<file path="config.mk">
export PLATFORM = sky130hd
export DESIGN_NAME = bpmr_regs
export DESIGN_NICKNAME = d
export VERILOG_FILES = /design/src/core/bpmr_pkg.sv /design/src/core/bpmr_regs.sv
export SDC_FILE = /design/constraint.sdc
export NUM_CORES = 1
export LEC_CHECK = 0
export BUFFER_PORTS_ARGS = -buffer_cell sky130_fd_sc_hd__clkbuf_2
export CORE_UTILIZATION = 40
export CTS_BUF_LIST = sky130_fd_sc_hd__clkbuf_4
export CTS_CLUSTER_DIAMETER = 40
export CTS_CLUSTER_SIZE = 28
export DETAILED_ROUTE_END_ITERATION = 10
export PLACE_DENSITY_LB_ADDON = 0.1
export SLEW_MARGIN = 40
export SYNTH_ARGS = -nofsm -noshare
export SYNTH_HDL_FRONTEND = slang
export SYNTH_SLANG_ARGS = --single-unit
</file>
<file path="constraint.sdc">
create_clock -name clk -period 5.1 [get_ports clk]
set_clock_uncertainty 0.05 [all_clocks]
set_input_delay 0.255 -clock clk [delete_from_list [all_inputs] [get_ports clk]]
set_output_delay 0.255 -clock clk [all_outputs]
set_load 0.02 [all_outputs]
</file>
<file path="src/core/bpmr_pkg.sv">
// bpmr_pkg: offsets, field positions, reset values and carrier types of the bridge
// power management, serial eeprom command and secondary device mask registers.
// assumes one bridge clock; configuration accesses arrive as single-cycle strobes.
`default_nettype none
package bpmr_pkg;
  // configuration space byte offsets
  localparam logic [11:0] BPMR_OFF_PMCS = 12'h0A4;
  localparam logic [11:0] BPMR_OFF_EECMD = 12'h0AC;
  localparam logic [11:0] BPMR_OFF_DEVMSK = 12'h0B0;
  // power management control word fields
  localparam int BPMR_PM_WAKE_EN_BIT = 8;
  localparam int BPMR_PM_NO_SOFT_RST_BIT = 3;
  localparam logic [1:0] BPMR_PS_D0 = 2'h0;
  localparam logic [1:0] BPMR_PS_D3HOT = 2'h3;
  localparam logic BPMR_D1_SUPPORTED = 1'h0;
  localparam logic BPMR_D2_SUPPORTED = 1'h0;
  localparam logic BPMR_WAKE_EN_RESET = 1'h0;
  // eeprom command fields
  localparam int BPMR_EE_CMD_LSB = 28;
  localparam int BPMR_EE_WIDTH_LSB = 26;
  localparam int BPMR_EE_BUSY_BIT = 25;
  localparam int BPMR_EE_VALID_BIT = 24;
  localparam int BPMR_EE_ADDR_LSB = 8;
  localparam logic [1:0] BPMR_EE_CMD_READ = 2'h1;
  localparam logic [1:0] BPMR_EE_CMD_WRITE = 2'h2;
  localparam logic [1:0] BPMR_EE_NO_DEVICE = 2'h0;
  // device mask: implemented bits 29,25,23,22,21,20,17
  localparam logic [31:0] BPMR_DEVMSK_IMPL = 32'h22F20000;
  localparam logic [31:0] BPMR_DEVMSK_RESET = 32'h00000000;
  localparam logic [4:0] BPMR_REROUTE_DEV = 5'h0F;
  localparam logic [4:0] BPMR_REROUTE_LINE = 5'h1F;
  localparam int BPMR_IDSEL_BASE = 16;

  typedef enum logic [1:0] {
    BPMR_EE_IDLE = 2'b00,
    BPMR_EE_WAIT = 2'b01
  } bpmr_ee_state_t;

  // request to the serial eeprom engine
  typedef struct packed {
    logic start;
    logic [1:0] cmd;
    logic [1:0] width;
    logic [15:0] addr;
    logic [7:0] data;
  } bpmr_ee_req_t;

  // answer from the serial eeprom engine
  typedef struct packed {
    logic done;
    logic [7:0] data;
  } bpmr_ee_rsp_t;

  typedef struct packed {
    logic [1:0] power_state_field;
    logic wake_event_enable;
    logic wake_retained;
    logic [1:0] ee_cmd;
    logic [1:0] ee_width;
    logic busy;
    logic [15:0] ee_addr;
    logic [7:0] ee_data;
    bpmr_ee_state_t ee_state;
    bpmr_ee_req_t ee_req;
    logic [31:0] secondary_device_select_mask;
    logic [31:0] rdata;
    logic rvalid;
    logic [31:0] idsel;
    logic wake_event;
  } bpmr_state_t;
endpackage : bpmr_pkg
`default_nettype wire

</file>
<file path="src/core/bpmr_regs.sv">
// bpmr_regs: power management control low half, serial eeprom command register and
// secondary bus device mask with type 0 select line rerouting.
// assumes configuration reads/writes as one-cycle strobes, full 32-bit words.
// limitation: the serial eeprom engine sits outside; only its request and answer ports live here.
`default_nettype none
module bpmr_regs (
  input wire logic clk,
  input wire logic resetn,
  input wire logic cold_wake,
  input wire logic cfg_wr,
  input wire logic cfg_rd,
  input wire logic [11:0] cfg_addr,
  input wire logic [31:0] cfg_wdata,
  output logic [31:0] cfg_rdata,
  output logic cfg_rvalid,
  input wire logic pme_request,
  output logic wake_event,
  output bpmr_pkg::bpmr_ee_req_t ee_req,
  input wire bpmr_pkg::bpmr_ee_rsp_t ee_rsp,
  input wire logic [4:0] t0_device,
  output logic [31:0] t0_idsel
);
  logic rst_meta;
  logic rst_sync;
  bpmr_pkg::bpmr_state_t st;
  bpmr_pkg::bpmr_state_t next_st;

  // reset release through two flops so all state leaves reset on one edge
  always_ff @(posedge clk or negedge resetn)
  begin
    if (!resetn)
    begin
      rst_meta <= 1'b0;
      rst_sync <= 1'b0;
    end
    else
    begin
      rst_meta <= 1'b1;
      rst_sync <= rst_meta;
    end
  end

  // the one power state code that may be taken; D1/D2 fall back to current
  function automatic logic [1:0] bpmr_ps_next(input logic [1:0] cur, input logic [1:0] req);
    logic ok;
    ok = 1'b1;
    if (req == 2'h1)
      ok = bpmr_pkg::BPMR_D1_SUPPORTED;
    if (req == 2'h2)
      ok = bpmr_pkg::BPMR_D2_SUPPORTED;
    return ok ? req : cur;
  endfunction

  // read image of the power management low half
  function automatic logic [31:0] bpmr_pmcs_image(input logic [1:0] ps, input logic en);
    logic [31:0] w;
    w = 32'h00000000;
    w[bpmr_pkg::BPMR_PM_WAKE_EN_BIT] = en;
    w[bpmr_pkg::BPMR_PM_NO_SOFT_RST_BIT] = 1'b1;
    w[1:0] = ps;
    return w;
  endfunction

  // select line for a type 0 target, with masked devices moved to line 31
  function automatic logic [31:0] bpmr_idsel(input logic [4:0] dev, input logic [31:0] msk);
    logic [31:0] line;
    logic [31:0] eff;
    line = 32'h00000000;
    eff = msk & bpmr_pkg::BPMR_DEVMSK_IMPL;
    if (dev < 5'h10)
    begin
      line[5'(dev) + 5'(bpmr_pkg::BPMR_IDSEL_BASE)] = 1'b1;
      if (eff[5'(dev) + 5'(bpmr_pkg::BPMR_IDSEL_BASE)])
        line = 32'h80000000;
    end
    return line;
  endfunction

  // next state: configuration writes, eeprom sequencing, rerouting
  always_comb
  begin
    next_st = st;
    next_st.ee_req.start = 1'b0;
    next_st.rvalid = 1'b0;
    // a cold wake restores the enable captured on D3 entry
    if (cold_wake)
      next_st.wake_event_enable = st.wake_retained;
    // a power word write in the same cycle wins over the cold wake reload
    if (cfg_wr && cfg_addr == bpmr_pkg::BPMR_OFF_PMCS)
    begin
      next_st.wake_event_enable = cfg_wdata[bpmr_pkg::BPMR_PM_WAKE_EN_BIT];
      next_st.power_state_field = bpmr_ps_next(st.power_state_field, cfg_wdata[1:0]);
      if (bpmr_ps_next(st.power_state_field, cfg_wdata[1:0]) == bpmr_pkg::BPMR_PS_D3HOT)
        next_st.wake_retained = cfg_wdata[bpmr_pkg::BPMR_PM_WAKE_EN_BIT];
    end
    // writes during an operation are dropped whole, so a running transfer never sees its fields move
    if (cfg_wr && cfg_addr == bpmr_pkg::BPMR_OFF_EECMD && !st.busy)
    begin
      next_st.ee_cmd = cfg_wdata[bpmr_pkg::BPMR_EE_CMD_LSB +: 2];
      next_st.ee_width = cfg_wdata[bpmr_pkg::BPMR_EE_WIDTH_LSB +: 2];
      next_st.ee_addr = cfg_wdata[bpmr_pkg::BPMR_EE_ADDR_LSB +: 16];
      next_st.ee_data = cfg_wdata[7:0];
      if (cfg_wdata[bpmr_pkg::BPMR_EE_VALID_BIT]
          && cfg_wdata[bpmr_pkg::BPMR_EE_WIDTH_LSB +: 2] != bpmr_pkg::BPMR_EE_NO_DEVICE
          && (cfg_wdata[bpmr_pkg::BPMR_EE_CMD_LSB +: 2] == bpmr_pkg::BPMR_EE_CMD_READ
          || cfg_wdata[bpmr_pkg::BPMR_EE_CMD_LSB +: 2] == bpmr_pkg::BPMR_EE_CMD_WRITE))
      begin
        next_st.busy = 1'b1;
        next_st.ee_state = bpmr_pkg::BPMR_EE_WAIT;
        next_st.ee_req.start = 1'b1;
        next_st.ee_req.cmd = cfg_wdata[bpmr_pkg::BPMR_EE_CMD_LSB +: 2];
        next_st.ee_req.width = cfg_wdata[bpmr_pkg::BPMR_EE_WIDTH_LSB +: 2];
        next_st.ee_req.addr = cfg_wdata[bpmr_pkg::BPMR_EE_ADDR_LSB +: 16];
        next_st.ee_req.data = cfg_wdata[7:0];
      end
    end
    // engine answer closes the operation
    case (st.ee_state)
      bpmr_pkg::BPMR_EE_IDLE:
        next_st.ee_state = next_st.ee_state;
      bpmr_pkg::BPMR_EE_WAIT:
        if (ee_rsp.done)
        begin
          if (st.ee_cmd == bpmr_pkg::BPMR_EE_CMD_READ)
            next_st.ee_data = ee_rsp.data;
          next_st.busy = 1'b0;
          next_st.ee_state = bpmr_pkg::BPMR_EE_IDLE;
        end
      default:
        next_st.ee_state = bpmr_pkg::BPMR_EE_IDLE;
    endcase
    // reserved mask bits are never stored, so they cannot leak into the select decode
    if (cfg_wr && cfg_addr == bpmr_pkg::BPMR_OFF_DEVMSK)
      next_st.secondary_device_select_mask = cfg_wdata & bpmr_pkg::BPMR_DEVMSK_IMPL;
    // read image built from current state; data holds until the next read
    if (cfg_rd)
    begin
      next_st.rvalid = 1'b1;
      case (cfg_addr)
        bpmr_pkg::BPMR_OFF_PMCS:
          next_st.rdata = bpmr_pmcs_image(st.power_state_field, st.wake_event_enable);
        bpmr_pkg::BPMR_OFF_EECMD:
          next_st.rdata = {2'h0, st.ee_cmd, st.ee_width, st.busy, 1'b0, st.ee_addr, st.ee_data};
        bpmr_pkg::BPMR_OFF_DEVMSK:
          next_st.rdata = st.secondary_device_select_mask;
        default:
          next_st.rdata = 32'h00000000;
      endcase
    end
    // select line and wake output are registered, costing one cycle of latency
    next_st.idsel = bpmr_idsel(t0_device, st.secondary_device_select_mask);
    next_st.wake_event = pme_request && st.wake_event_enable;
  end

  // all state registers; eeprom fields have no documented reset, zero is chosen
  always_ff @(posedge clk or negedge rst_sync)
  begin
    // constants only here, so no output pulses before the first clean edge
    if (!rst_sync)
    begin
      st <= '0;
      st.power_state_field <= bpmr_pkg::BPMR_PS_D0;
      st.wake_event_enable <= bpmr_pkg::BPMR_WAKE_EN_RESET;
      st.ee_state <= bpmr_pkg::BPMR_EE_IDLE;
      st.secondary_device_select_mask <= bpmr_pkg::BPMR_DEVMSK_RESET;
    end
    else
      st <= next_st;
  end

  // outputs come straight from the state flops
  assign cfg_rdata = st.rdata;
  assign cfg_rvalid = st.rvalid;
  assign wake_event = st.wake_event;
  assign ee_req = st.ee_req;
  assign t0_idsel = st.idsel;

  // power state, wake enable, eeprom busy/read and device mask rerouting checks
  chk_ps_unsupported: assert property (@(posedge clk) disable iff (!rst_sync)
    cfg_wr && cfg_addr == bpmr_pkg::BPMR_OFF_PMCS && (cfg_wdata[1:0] == 2'h1 || cfg_wdata[1:0] == 2'h2)
    |=> $stable(st.power_state_field)) else $error("unsupported power state taken");
  chk_ps_taken: assert property (@(posedge clk) disable iff (!rst_sync)
    cfg_wr && cfg_addr == bpmr_pkg::BPMR_OFF_PMCS && cfg_wdata[1:0] != 2'h1 && cfg_wdata[1:0] != 2'h2
    |=> st.power_state_field == $past(cfg_wdata[1:0])) else $error("power state not taken");
  chk_pm_readback: assert property (@(posedge clk) disable iff (!rst_sync)
    cfg_rd && cfg_addr == bpmr_pkg::BPMR_OFF_PMCS
    |=> cfg_rvalid && cfg_rdata[7:4] == 4'h0 && !cfg_rdata[2] && cfg_rdata[3]) else $error("pm reserved bits wrong");
  chk_wake_gate: assert property (@(posedge clk) disable iff (!rst_sync)
    wake_event |-> $past(pme_request) && $past(st.wake_event_enable)) else $error("wake event while disabled");
  chk_busy_start: assert property (@(posedge clk) disable iff (!rst_sync)
    $rose(st.busy) |-> $past(cfg_wr) && $past(cfg_wdata[24]) && ee_req.start) else $error("busy without valid command");
  chk_read_done: assert property (@(posedge clk) disable iff (!rst_sync)
    st.busy && ee_rsp.done && st.ee_cmd == bpmr_pkg::BPMR_EE_CMD_READ
    |=> !st.busy && st.ee_data == $past(ee_rsp.data)) else $error("read byte not stored");
  chk_reroute_line: assert property (@(posedge clk) disable iff (!rst_sync)
    t0_device < 5'h10 && st.secondary_device_select_mask[5'(t0_device) + 5'h10]
    ##1 $stable(st.secondary_device_select_mask) |-> t0_idsel == 32'h80000000) else $error("masked device not rerouted");
  chk_mask_clear: assert property (@(posedge clk) disable iff (!rst_sync)
    st.secondary_device_select_mask == 32'h0 && t0_device < 5'h10
    |=> t0_idsel == 32'h1 << ($past(t0_device) + 5'h10)) else $error("unmasked device moved");
  chk_mask_reserved: assert property (@(posedge clk) disable iff (!rst_sync)
    (st.secondary_device_select_mask & ~bpmr_pkg::BPMR_DEVMSK_IMPL) == 32'h0) else $error("reserved mask bit set");

  // wake path, power state and read answer timing invariants
  chk_wake_off: assert property (@(posedge clk) disable iff (!rst_sync)
    !st.wake_event_enable |=> !wake_event) else $error("wake event with enable clear");
  chk_wake_on: assert property (@(posedge clk) disable iff (!rst_sync)
    pme_request && st.wake_event_enable |=> wake_event) else $error("wake event missing");
  chk_cold_restore: assert property (@(posedge clk) disable iff (!rst_sync)
    cold_wake && !(cfg_wr && cfg_addr == bpmr_pkg::BPMR_OFF_PMCS)
    |=> st.wake_event_enable == $past(st.wake_retained)) else $error("cold wake enable not restored");
  chk_retain_capture: assert property (@(posedge clk) disable iff (!rst_sync)
    cfg_wr && cfg_addr == bpmr_pkg::BPMR_OFF_PMCS && cfg_wdata[1:0] == 2'h3
    |=> st.wake_retained == $past(cfg_wdata[8])) else $error("enable not retained on D3 entry");
  chk_pm_high_zero: assert property (@(posedge clk) disable iff (!rst_sync)
    cfg_rd && cfg_addr == bpmr_pkg::BPMR_OFF_PMCS |=> cfg_rdata[31:9] == 23'h0) else $error("pm high bits set");
  chk_ps_legal: assert property (@(posedge clk) disable iff (!rst_sync)
    st.power_state_field != 2'h1 && st.power_state_field != 2'h2) else $error("unsupported power state held");
  chk_rvalid_pulse: assert property (@(posedge clk) disable iff (!rst_sync)
    cfg_rvalid == $past(cfg_rd)) else $error("read answer timing wrong");

  // eeprom command sequencing
  chk_write_lands: assert property (@(posedge clk) disable iff (!rst_sync)
    !st.busy && cfg_wr && cfg_addr == bpmr_pkg::BPMR_OFF_EECMD
    |=> st.ee_cmd == $past(cfg_wdata[29:28])) else $error("command field not stored");
  chk_cmd_decode: assert property (@(posedge clk) disable iff (!rst_sync)
    ee_req.start |-> ee_req.cmd == bpmr_pkg::BPMR_EE_CMD_READ || ee_req.cmd == bpmr_pkg::BPMR_EE_CMD_WRITE)
    else $error("start with undefined command");
  chk_no_device: assert property (@(posedge clk) disable iff (!rst_sync)
    cfg_wr && cfg_addr == bpmr_pkg::BPMR_OFF_EECMD && cfg_wdata[27:26] == 2'h0 |=> !ee_req.start)
    else $error("start without eeprom");
  chk_no_start_invalid: assert property (@(posedge clk) disable iff (!rst_sync)
    cfg_wr && cfg_addr == bpmr_pkg::BPMR_OFF_EECMD && !cfg_wdata[24] |=> !ee_req.start)
    else $error("start without valid bit");
  chk_valid_reads_zero: assert property (@(posedge clk) disable iff (!rst_sync)
    cfg_rd && cfg_addr == bpmr_pkg::BPMR_OFF_EECMD |=> !cfg_rdata[24] && cfg_rdata[31:30] == 2'h0)
    else $error("eeprom reserved or valid bit reads one");
  chk_busy_read: assert property (@(posedge clk) disable iff (!rst_sync)
    cfg_rd && cfg_addr == bpmr_pkg::BPMR_OFF_EECMD |=> cfg_rdata[25] == $past(st.busy)) else $error("busy misreported");
  chk_busy_hold: assert property (@(posedge clk) disable iff (!rst_sync)
    st.busy && !ee_rsp.done |=> st.busy) else $error("busy dropped early");
  chk_start_busy: assert property (@(posedge clk) disable iff (!rst_sync)
    ee_req.start |-> st.busy && st.ee_state == bpmr_pkg::BPMR_EE_WAIT) else $error("start while not busy");
  chk_start_pulse: assert property (@(posedge clk) disable iff (!rst_sync)
    ee_req.start |=> !ee_req.start) else $error("start longer than one cycle");
  chk_ee_refused: assert property (@(posedge clk) disable iff (!rst_sync)
    st.busy && cfg_wr && cfg_addr == bpmr_pkg::BPMR_OFF_EECMD
    |=> $stable(st.ee_addr) && $stable(st.ee_cmd) && $stable(st.ee_width)) else $error("write taken while busy");
  chk_req_fields: assert property (@(posedge clk) disable iff (!rst_sync)
    ee_req.start |-> ee_req.addr == st.ee_addr && ee_req.data == st.ee_data && ee_req.width == st.ee_width)
    else $error("request fields differ from register");

  // device mask and select lines
  chk_mask_write: assert property (@(posedge clk) disable iff (!rst_sync)
    cfg_wr && cfg_addr == bpmr_pkg::BPMR_OFF_DEVMSK
    |=> st.secondary_device_select_mask == ($past(cfg_wdata) & bpmr_pkg::BPMR_DEVMSK_IMPL)) else $error("mask not stored");
  chk_mask_read: assert property (@(posedge clk) disable iff (!rst_sync)
    cfg_rd && cfg_addr == bpmr_pkg::BPMR_OFF_DEVMSK
    |=> (cfg_rdata & ~bpmr_pkg::BPMR_DEVMSK_IMPL) == 32'h0) else $error("reserved mask bit reads one");
  chk_high_device: assert property (@(posedge clk) disable iff (!rst_sync)
    t0_device >= 5'h10 |=> t0_idsel == 32'h0) else $error("select line for absent device");
  chk_idsel_onehot: assert property (@(posedge clk) disable iff (!rst_sync)
    $onehot0(t0_idsel)) else $error("more than one select line");
endmodule // bpmr_regs
`default_nettype wire

</file>
Word-level counts from Yosys, hierarchy flattened
Index checks and enable logic that the tools add are counted.

word-level totals
  word-level logic and storage cells = 74
  flip-flop bits (word level) = 137
  input port bits = 64
  output and inout bits = 95

cells by class
  multiplexer cells = 24
  equality and inequality tests = 10
  add/sub/neg operators = 1
  order comparisons = 3
  reductions and logical operators = 15

operators by type and width
  cell                   count
  $pmux W30 S3           1
  $mux W32               2
  $mux W56               1
  $eq A12 B8 Y1 const B  3
  $mux W31               1
  $mux W8                2
  $mux W1                11
  $mux W10               1
  $eq A2 B1 Y1 const B   4
  $logic_and A1 B1 Y1    8
  $eq A2 B2 Y1 const B   3
  $lt A5 B6 Y1 const B   1
  $add A5 B5 Y5 const B  1
  $bmux W1 S5            1
  $demux W1 S5           1
  $ge A5 B1 Y1 const B   1
  $lt A5 B5 Y1 const B   1
  $mux W2                2
  $pmux W2 S2            1
  $reduce_and A2 Y1      2
  $reduce_bool A2 Y1     2
  $logic_not A2 Y1       1
  $logic_not A1 Y1       1
  $logic_or A1 B1 Y1     1

Logic depth before layout (Yosys ltp)
Gate-level depths: netlist of run 1.

  depth after elaboration = 8
  depth in mapped cells = 8
  depth with buffers taken out = 5

Worst setup path before layout of run 1
No wires, ideal clock.

  path type = reg2reg
  from = register st[153] (netlist name)
  to = register st, in the netlist ee_req[10]
  buffers on the path = 1
  library setup time = 125 ps
  clock period less this slack = 1991 ps
  cell stages (with the launch flop) = 7
  data arrival time = 1816 ps
  required time = 4925 ps
  setup slack = 3109 ps
  path through = dfrtp_1 nor4b_2 nand4_4 or2_1 buf_6 inv_2 mux2_2

on the way
  longest elaborated chain between the ends = 3

ends and longest elaborated chain
  what                         line              text
  start: declaration           bpmr_regs.sv:25   bpmr_pkg::bpmr_state_t st;
  start signal: assignment     bpmr_regs.sv:168  st <= next_st;
  $logic_not A1 Y1             bpmr_regs.sv:97   if (cfg_wr && cfg_addr == bpmr_pkg::BPMR_OFF_EECMD && !st.busy)
  $logic_and A1 B1 Y1          bpmr_regs.sv:97
  $reduce_and A2 Y1 (no line)  --

No other way between the ends.
A chain may end at the register's enable or synchronous reset.

Worst setup path in the final report of run 1
  from = register st[153] (netlist name)
  to = register st, in the netlist ee_req[12]

The elaborated chain is that of the path after synthesis.

==> results of run 1 <==
==> power breakdown <==
part           internal (mW)  switching (mW)
Clock                  0.354           0.383
Combinational         0.0572          0.0714
Sequential              1.09         0.00922
==> metal layers <==
layer	vias to the layer above	global-route usage	wire length (um)
met5	-	0	0
met4	0	0.0753	224
met3	22	0.0480	543
met2	120	0.276	5990
met1	1815	0.232	5750
li1	1805	-	-
==> worst max-delay path, stage by stage (launching register included) <==
cell,delay (ps)
sky130_fd_sc_hd__dfrtp_1,430
sky130_fd_sc_hd__nor4b_2,430
sky130_fd_sc_hd__nand4_4,470
sky130_fd_sc_hd__or2_1,640
sky130_fd_sc_hd__buf_4,340
sky130_fd_sc_hd__inv_2,230
sky130_fd_sc_hd__mux2_2,380
==> cell usage in the layout, fill, tap and decap left out, types with 2 or more instances in the layout <==
cell type / Yosys / final
sky130_fd_sc_hd__a21oi_1: 2 / 2
sky130_fd_sc_hd__a22o_1: 18 / 18
sky130_fd_sc_hd__a22oi_1: 7 / 7
sky130_fd_sc_hd__and3_1: 3 / 2
sky130_fd_sc_hd__buf_4: 95 / 4
sky130_fd_sc_hd__bufinv_16: 0 / 3
sky130_fd_sc_hd__clkbuf_2: 0 / 153
sky130_fd_sc_hd__clkbuf_4: 0 / 21
sky130_fd_sc_hd__clkinv_1: 0 / 3
sky130_fd_sc_hd__clkinv_2: 0 / 3
sky130_fd_sc_hd__clkinvlp_4: 0 / 2
sky130_fd_sc_hd__conb_1: 2 / 21
sky130_fd_sc_hd__dfrtp_1: 136 / 135
sky130_fd_sc_hd__dlygate4sd3_1: 0 / 56
sky130_fd_sc_hd__inv_2: 1 / 2
sky130_fd_sc_hd__mux2_2: 17 / 17
sky130_fd_sc_hd__mux2_4: 19 / 19
sky130_fd_sc_hd__mux2i_1: 13 / 13
sky130_fd_sc_hd__nand2_1: 72 / 72
sky130_fd_sc_hd__nand2b_1: 3 / 3
sky130_fd_sc_hd__nand3_1: 2 / 2
sky130_fd_sc_hd__nand3b_1: 2 / 2
sky130_fd_sc_hd__nand4_1: 2 / 2
sky130_fd_sc_hd__nor2_1: 7 / 7
sky130_fd_sc_hd__nor3_1: 10 / 10
sky130_fd_sc_hd__nor3b_2: 1 / 2
sky130_fd_sc_hd__o21ai_0: 10 / 10
sky130_fd_sc_hd__o2bb2ai_1: 11 / 11
sky130_fd_sc_hd__or3b_2: 3 / 3
==> through the flow <==
stage	utilization	cells
floorplan	-	498
global placement	0.428	727
detailed placement	0.429	727
CTS	0.487	815
global route	0.488	815
finish	0.488	815
==> registers in the layout (all words and copies together) (netlist names) <==
signal      count
ee_req         29
rst_sync        1
st             42
cfg_rvalid      1
t0_idsel       32
rst_meta        1
wake_event      1
cfg_rdata      29
==> area by class of cell <==
| cell class | instances | area [um^2] | area share |
|---|---|---|---|
| repair buffers | 213 | 1360 | 0.192 |
| inverters | 3 | 11.3 | 0.00160 |
| multi-input cells | 247 | 1770 | 0.250 |
| well taps | 184 | 230 | 0.0326 |
| flip-flops and latches | 136 | 3410 | 0.483 |
| clock buffers | 21 | 158 | 0.0223 |
| clock inverters | 11 | 131 | 0.0186 |
==> final timing paths <==
kind                                    start                        to  slack [ps]
max                         st[153]$_DFF_PN0_    ee_req[12]$_DFFE_PN0P_        2020
min                               cfg_addr[4]  cfg_rdata[8]$_DFFE_PN0P_          80
max reg2reg                 st[153]$_DFF_PN0_    ee_req[12]$_DFFE_PN0P_        2020
min reg2reg                rst_sync$_DFF_PN0_     t0_idsel[7]$_DFF_PN0_         250
max in group asynchronous  rst_sync$_DFF_PN0_       st[147]$_DFFE_PN0N_        3700
min in group asynchronous  rst_sync$_DFF_PN0_     t0_idsel[7]$_DFF_PN0_         250
==> logic make-up after synthesis <==
| family | count (synthesis) |
|---|---|
| flops | 136 |
| xor+xnor | 1 |
| other cells | 2 |
| mux | 50 |
| buf+inv | 115 |
| compound gates | 54 |
| simple gates | 121 |
==> results_dict.tcl, run 1 <==
set metrics [dict create \
    synth_enable_flop_cells 0 \
    seq_area_frac_synth 0.577 \
    netlist.top_cell.by_area "sky130_fd_sc_hd__dfrtp_1" \
    fin_total_pwr_mw 1.96 \
    detailed_place.area_um2 6210 \
    largest_family_of_logic_cells_by_synthesized_area "buffers and inverters" \
    clock_tree_from_tritoncts "done" \
    synth.mux.area_fraction 0.107 \
    min-delay-path-class "primary input to register" \
    io_pins 159 \
    post-synth-top-count-cell "sky130_fd_sc_hd__dfrtp_1" \
    finalWorstPathRequiredPeriod_ps 3080 \
    crit_path_start_kind "register" \
    yosys.area_share.xor_xnor 0.00149 \
    clock-root-buffer "sky130_fd_sc_hd__clkbuf_4" \
    total_neg_setup_slack_ps 0 \
    num_antenna_cells 0 \
    post_synth_most_frequent_cells "sky130_fd_sc_hd__dfrtp_1, sky130_fd_sc_hd__buf_4, sky130_fd_sc_hd__nand2_1" \
    hold_depth 3 \
    outcome "finished, final reports clean" \
    synth.ff_latch_count 136 \
    clkTransAtPathRegs_ps 110 \
    drv.max_cap_violation_count 0 \
    min_period_over_period 0.605 \
    final.hold.worst_slack_ps 75.8 \
    detailed_place_hpwl_mm 8.26 \
    postCtsHoldBufs 56 \
    count_of_standard_cell_rows 44 \
    synth_adder_area_share 0 \
    ctsResizeCount 0 \
    starting_density_of_the_core 0.407 \
    cts.htree.levels 4 \
    global_routing_usage_summed_across_all_routing_layers 0.177 \
    leakagePower_nw 3.78 \
    final_setup_viols 0 \
    timing.setup.critical_path_class "register to register" \
    floorplan.die.width_um 123 \
    post-route-worst-setup-slack_ps 2020 \
    grt_overflow_total 0 \
    drt_iter0_markers 164 \
    layout-drive-gt1-share 0.377 \
    finish.instance_area_um2 7060 \
    clock_sinks 136 \
    grt_pass1_wl_mm 19.7 \
    final_nets 682 \
    gpl.final_weighted_congestion 0.731 \
    critical_path_required_ps 5480 \
    crit_fanout 25 \
    wl_per_cell_um 15.3 \
    synth.cell_area_um2 5900 \
    area_delta_synth_final_pct 19.7 \
    cts_inserted_buffers 17 \
    num_vias 3762 \
    worst_skew_pair.late_latency_ps 540 \
    hold_viol 0 \
    port_buffers 153 \
    core_um2 14500 \
    number_of_buffers_between_clock_root_and_the_deepest_sink 2 \
    synthCells 479 \
    power_density_nw_per_um2 278 \
    num-fill-cells 1360 \
    drt-total-wl_mm 12.5 \
    timing.fmax_mhz 324 \
    synth_compound_gate_area_share 0.0698 \
    post_synth_and_or_nand_nor_area_fraction 0.105 \
    maximum_number_of_pins_on_one_net_before_global_route_repair 52 \
    max_slew.worst_pin.slew_ps 660 \
    dpl_worst_slack_ps 1800 \
    finalMaxSlewViolations 0 \
    ys.flop_type "sky130_fd_sc_hd__dfrtp_1" \
    ys_async_sr_fraction 1.00 \
    detail_route.drc_violations 0 \
    vdd_ir_drop_max_mv 0.128 \
    dr.pass1.iters 5 \
    vias_per_cell 4.62 \
    rr_worst_depth 6 \
    netlist_top_cells_area "sky130_fd_sc_hd__dfrtp_1, sky130_fd_sc_hd__buf_4, sky130_fd_sc_hd__mux2_4" \
    yosysWarningCount 0 \
    slew-limit-headroom 0.560 \
    floorplan.die_area_um2 15200 \
    unrepaired_setup_endpoints_after_global_routing "no" \
    synth_area_per_cell_um2 12.3 \
    synth.lib_cells_used.distinct 50 \
    timing.critical_path.to_type "register" \
    drt.antenna.violating_nets 0 \
    antenna_found_initial 0 \
    grt_pass1_vias 3759 \
    synthDominantCellAreaShare 0.577 \
    post-cts-setup-buffer-count 0 \
    cp_data_arrival_time_ps 3460 \
    floorplan.die.height_um 123 \
]
Note: power is estimated with default switching activity, not from simulation.
==> run 2, diff against run 1 <==
==> constraint.sdc (replaced) <==
create_clock -name clk -period 2.55 [get_ports clk]
set_clock_uncertainty 0.05 [all_clocks]
set_input_delay 0.1275 -clock clk [delete_from_list [all_inputs] [get_ports clk]]
set_output_delay 0.1275 -clock clk [all_outputs]
set_load 0.02 [all_outputs]
==> run 2 against run 1 <==
Against the previous run: sequential power up 100%; design area up 2.6%; utilization up 1.3 points; fmax up 32%; worst setup slack worse by 1800 ps.
==> results_dict.tcl, run 2 (synthesis results as in run 1) <==
set metrics [dict create \
    post-cts-setup-buffer-count 0 \
    r2r_setup_slack_ps 210 \
    finalMaxSlewViolations 0 \
    final_common_cell "sky130_fd_sc_hd__clkbuf_2" \
    vias_per_cell 4.62 \
    cts.htree.levels 4 \
    count_of_standard_cell_rows 44 \
    final_setup_viols 0 \
    globalRouteMet2Util 0.280 \
    grt_overflow_total 0 \
    crit-reg2reg-launch "st[153]$_DFF_PN0_" \
    io_pins 159 \
    detail_route.drc_violations 0 \
    worst_skew_pair.late_latency_ps 530 \
    clkTransAtPathRegs_ps 120 \
    slew-limit-headroom 0.585 \
    grt_util_met3 0.0480 \
    grt_pass1_wl_mm 19.7 \
    final_nets 700 \
    cts_inserted_buffers 17 \
    leakagePower_nw 3.88 \
    dr.pass1.iters 4 \
    layout-drive-gt1-share 0.379 \
    num_antenna_cells 0 \
    finalWorstPathRequiredPeriod_ps 2340 \
    drt-total-wl_mm 12.7 \
    drt_iter0_markers 154 \
    drt.antenna.violating_nets 0 \
    crit_path_top_delay_cell "sky130_fd_sc_hd__dlygate4sd3_1" \
    min_period_over_period 0.920 \
    crit_buf_inv 1 \
    cp-startpoint "st[153]$_DFF_PN0_" \
    grt_util_met1 0.228 \
    timing.critical_path.slowest_cell_delay_ps 550 \
    power_density_nw_per_um2 556 \
    area_delta_synth_final_pct 22.9 \
    combinationalPowerShare 0.068 \
    detailed_place_hpwl_mm 8.63 \
    busiest_layer "met2" \
    floorplan.die.height_um 123 \
    seqPwrFrac 0.545 \
    critical_path_required_ps 2920 \
    cp_num_cells 5 \
    port_buffers 153 \
    clock_sinks 136 \
    antenna_found_initial 0 \
    cell_internal_pwr_mw 3.08 \
    clock-root-buffer "sky130_fd_sc_hd__clkbuf_4" \
    unrepaired_setup_endpoints_after_global_routing "no" \
    outcome "finished, final reports clean" \
    crit_path_cell_trace "nor4b_2, and4_2, mux2i_1, o21ai_0, dlygate4sd3_1" \
    num_vias 3852 \
    timing.critical_path.to_type "register" \
    maximum_number_of_pins_on_one_net_before_global_route_repair 46 \
    most-common-layout-cells "sky130_fd_sc_hd__clkbuf_2, sky130_fd_sc_hd__dfrtp_1, sky130_fd_sc_hd__nand2_1" \
    rr_worst_depth 5 \
    cp-endpoint "st[136]$_DFF_PN0_" \
    gpl.final_weighted_congestion 0.743 \
    min-delay-path-class "primary input to register" \
    finish.instance_area_um2 7250 \
    number_of_buffers_between_clock_root_and_the_deepest_sink 2 \
    core_um2 14500 \
    crit_path_start_kind "register" \
    total_neg_setup_slack_ps 0 \
    detailed_place.area_um2 6280 \
    starting_density_of_the_core 0.407 \
    floorplan.die.width_um 123 \
    hold_viol 0 \
    timing.setup.critical_path_class "register to register" \
    wl_per_cell_um 15.2 \
    ff_to_ff_end "st[136]$_DFF_PN0_" \
    vdd_ir_drop_max_mv 0.289 \
    cp_data_arrival_time_ps 2720 \
    clock_tree_from_tritoncts "done" \
    power_switching_share 0.235 \
    global_routing_usage_summed_across_all_routing_layers 0.177 \
    crit_fanout 7 \
    critPathTopFamily "simple AND/OR/NAND/NOR gates" \
    max_slew.worst_pin.slew_ps 613 \
    floorplan.die_area_um2 15200 \
    power.switching_mw 0.948 \
    power_frac_clock 0.387 \
    timing.fmax_mhz 426 \
    drv.max_cap_violation_count 0 \
    num-fill-cells 1334 \
    register_bank_with_the_most_flops "st" \
    grt_pass1_vias 3916 \
    largest_register_ff_count 42 \
]
-- run 2: what timing repair did --
action	4_1_cts	5_1_grt
hold endpoints to repair	100	0
resized for setup	0	1
endpoints found under the setup margin	0	3
hold buffers	65	0
-- run 2: per-layer routing --
| layer | wire, um | vias to the layer above |
|---|---|---|
| met5 | 0 | - |
| met4 | 214 | 0 |
| met3 | 556 | 16 |
| met2 | 6020 | 106 |
| met1 | 5880 | 1893 |
| li1 | - | 1837 |
-- run 2: cell type report --
class | instances | area, um^2 | area share
clock inverter | 14 | 181 | 0.0250
timing repair buffer | 231 | 1530 | 0.211
sequential | 136 | 3410 | 0.470
tap | 184 | 230 | 0.0318
clock buffer | 18 | 135 | 0.0186
multi-input combinational | 247 | 1750 | 0.242
inverter | 3 | 11.3 | 0.00155
-- run 2: through the flow --
step | hold slack, ps | total power [mW] | instances | util | worst slack, ps
floorplan | -218 | 2.36 | 498 | - | 239
global placement | -136 | 2.44 | 736 | 0.434 | 517
detailed placement | -135 | 2.45 | 736 | 0.434 | 476
CTS | 16.5 | 4.11 | 833 | 0.500 | 66.9
global route | 48.9 | 4.22 | 833 | 0.500 | 86.8
finish | 88.6 | 4.03 | 833 | 0.500 | 205
-- run 2: power by group through the flow --
stage | Sequential (mW) | Clock, mW | Combinational, mW
after floorplan | 2.26 | 0 | 0.102
after global placement | 2.24 | 0 | 0.207
after detailed placement | 2.24 | 0 | 0.210
after CTS | 2.20 | 1.64 | 0.276
after global routing | 2.20 | 1.72 | 0.301
final | 2.20 | 1.56 | 0.272
-- run 2: tightest hold or removal path, cell delays in order --
cell                       delay [ps]
sky130_fd_sc_hd__clkbuf_2         100
sky130_fd_sc_hd__nor4b_4           70
sky130_fd_sc_hd__nand4_1          200
sky130_fd_sc_hd__nand2_1           80
sky130_fd_sc_hd__nand3_1           60
-- run 2: worst min-delay path by stage --
stage / from / endpoint / slack [ps] / cells past startpoint
final: cfg_addr[11] / st[161]$_DFFE_PN0P_ / 90 / 5
after global placement: resetn / rst_meta$_DFF_PN0_ / -140 / 1
after CTS: cfg_addr[11] / cfg_rdata[22]$_DFFE_PN0P_ / 20 / 5
after floorplan: resetn / rst_meta$_DFF_PN0_ / -220 / 0
after global routing: cfg_addr[11] / cfg_rdata[22]$_DFFE_PN0P_ / 50 / 5
after detailed placement: resetn / rst_meta$_DFF_PN0_ / -130 / 1
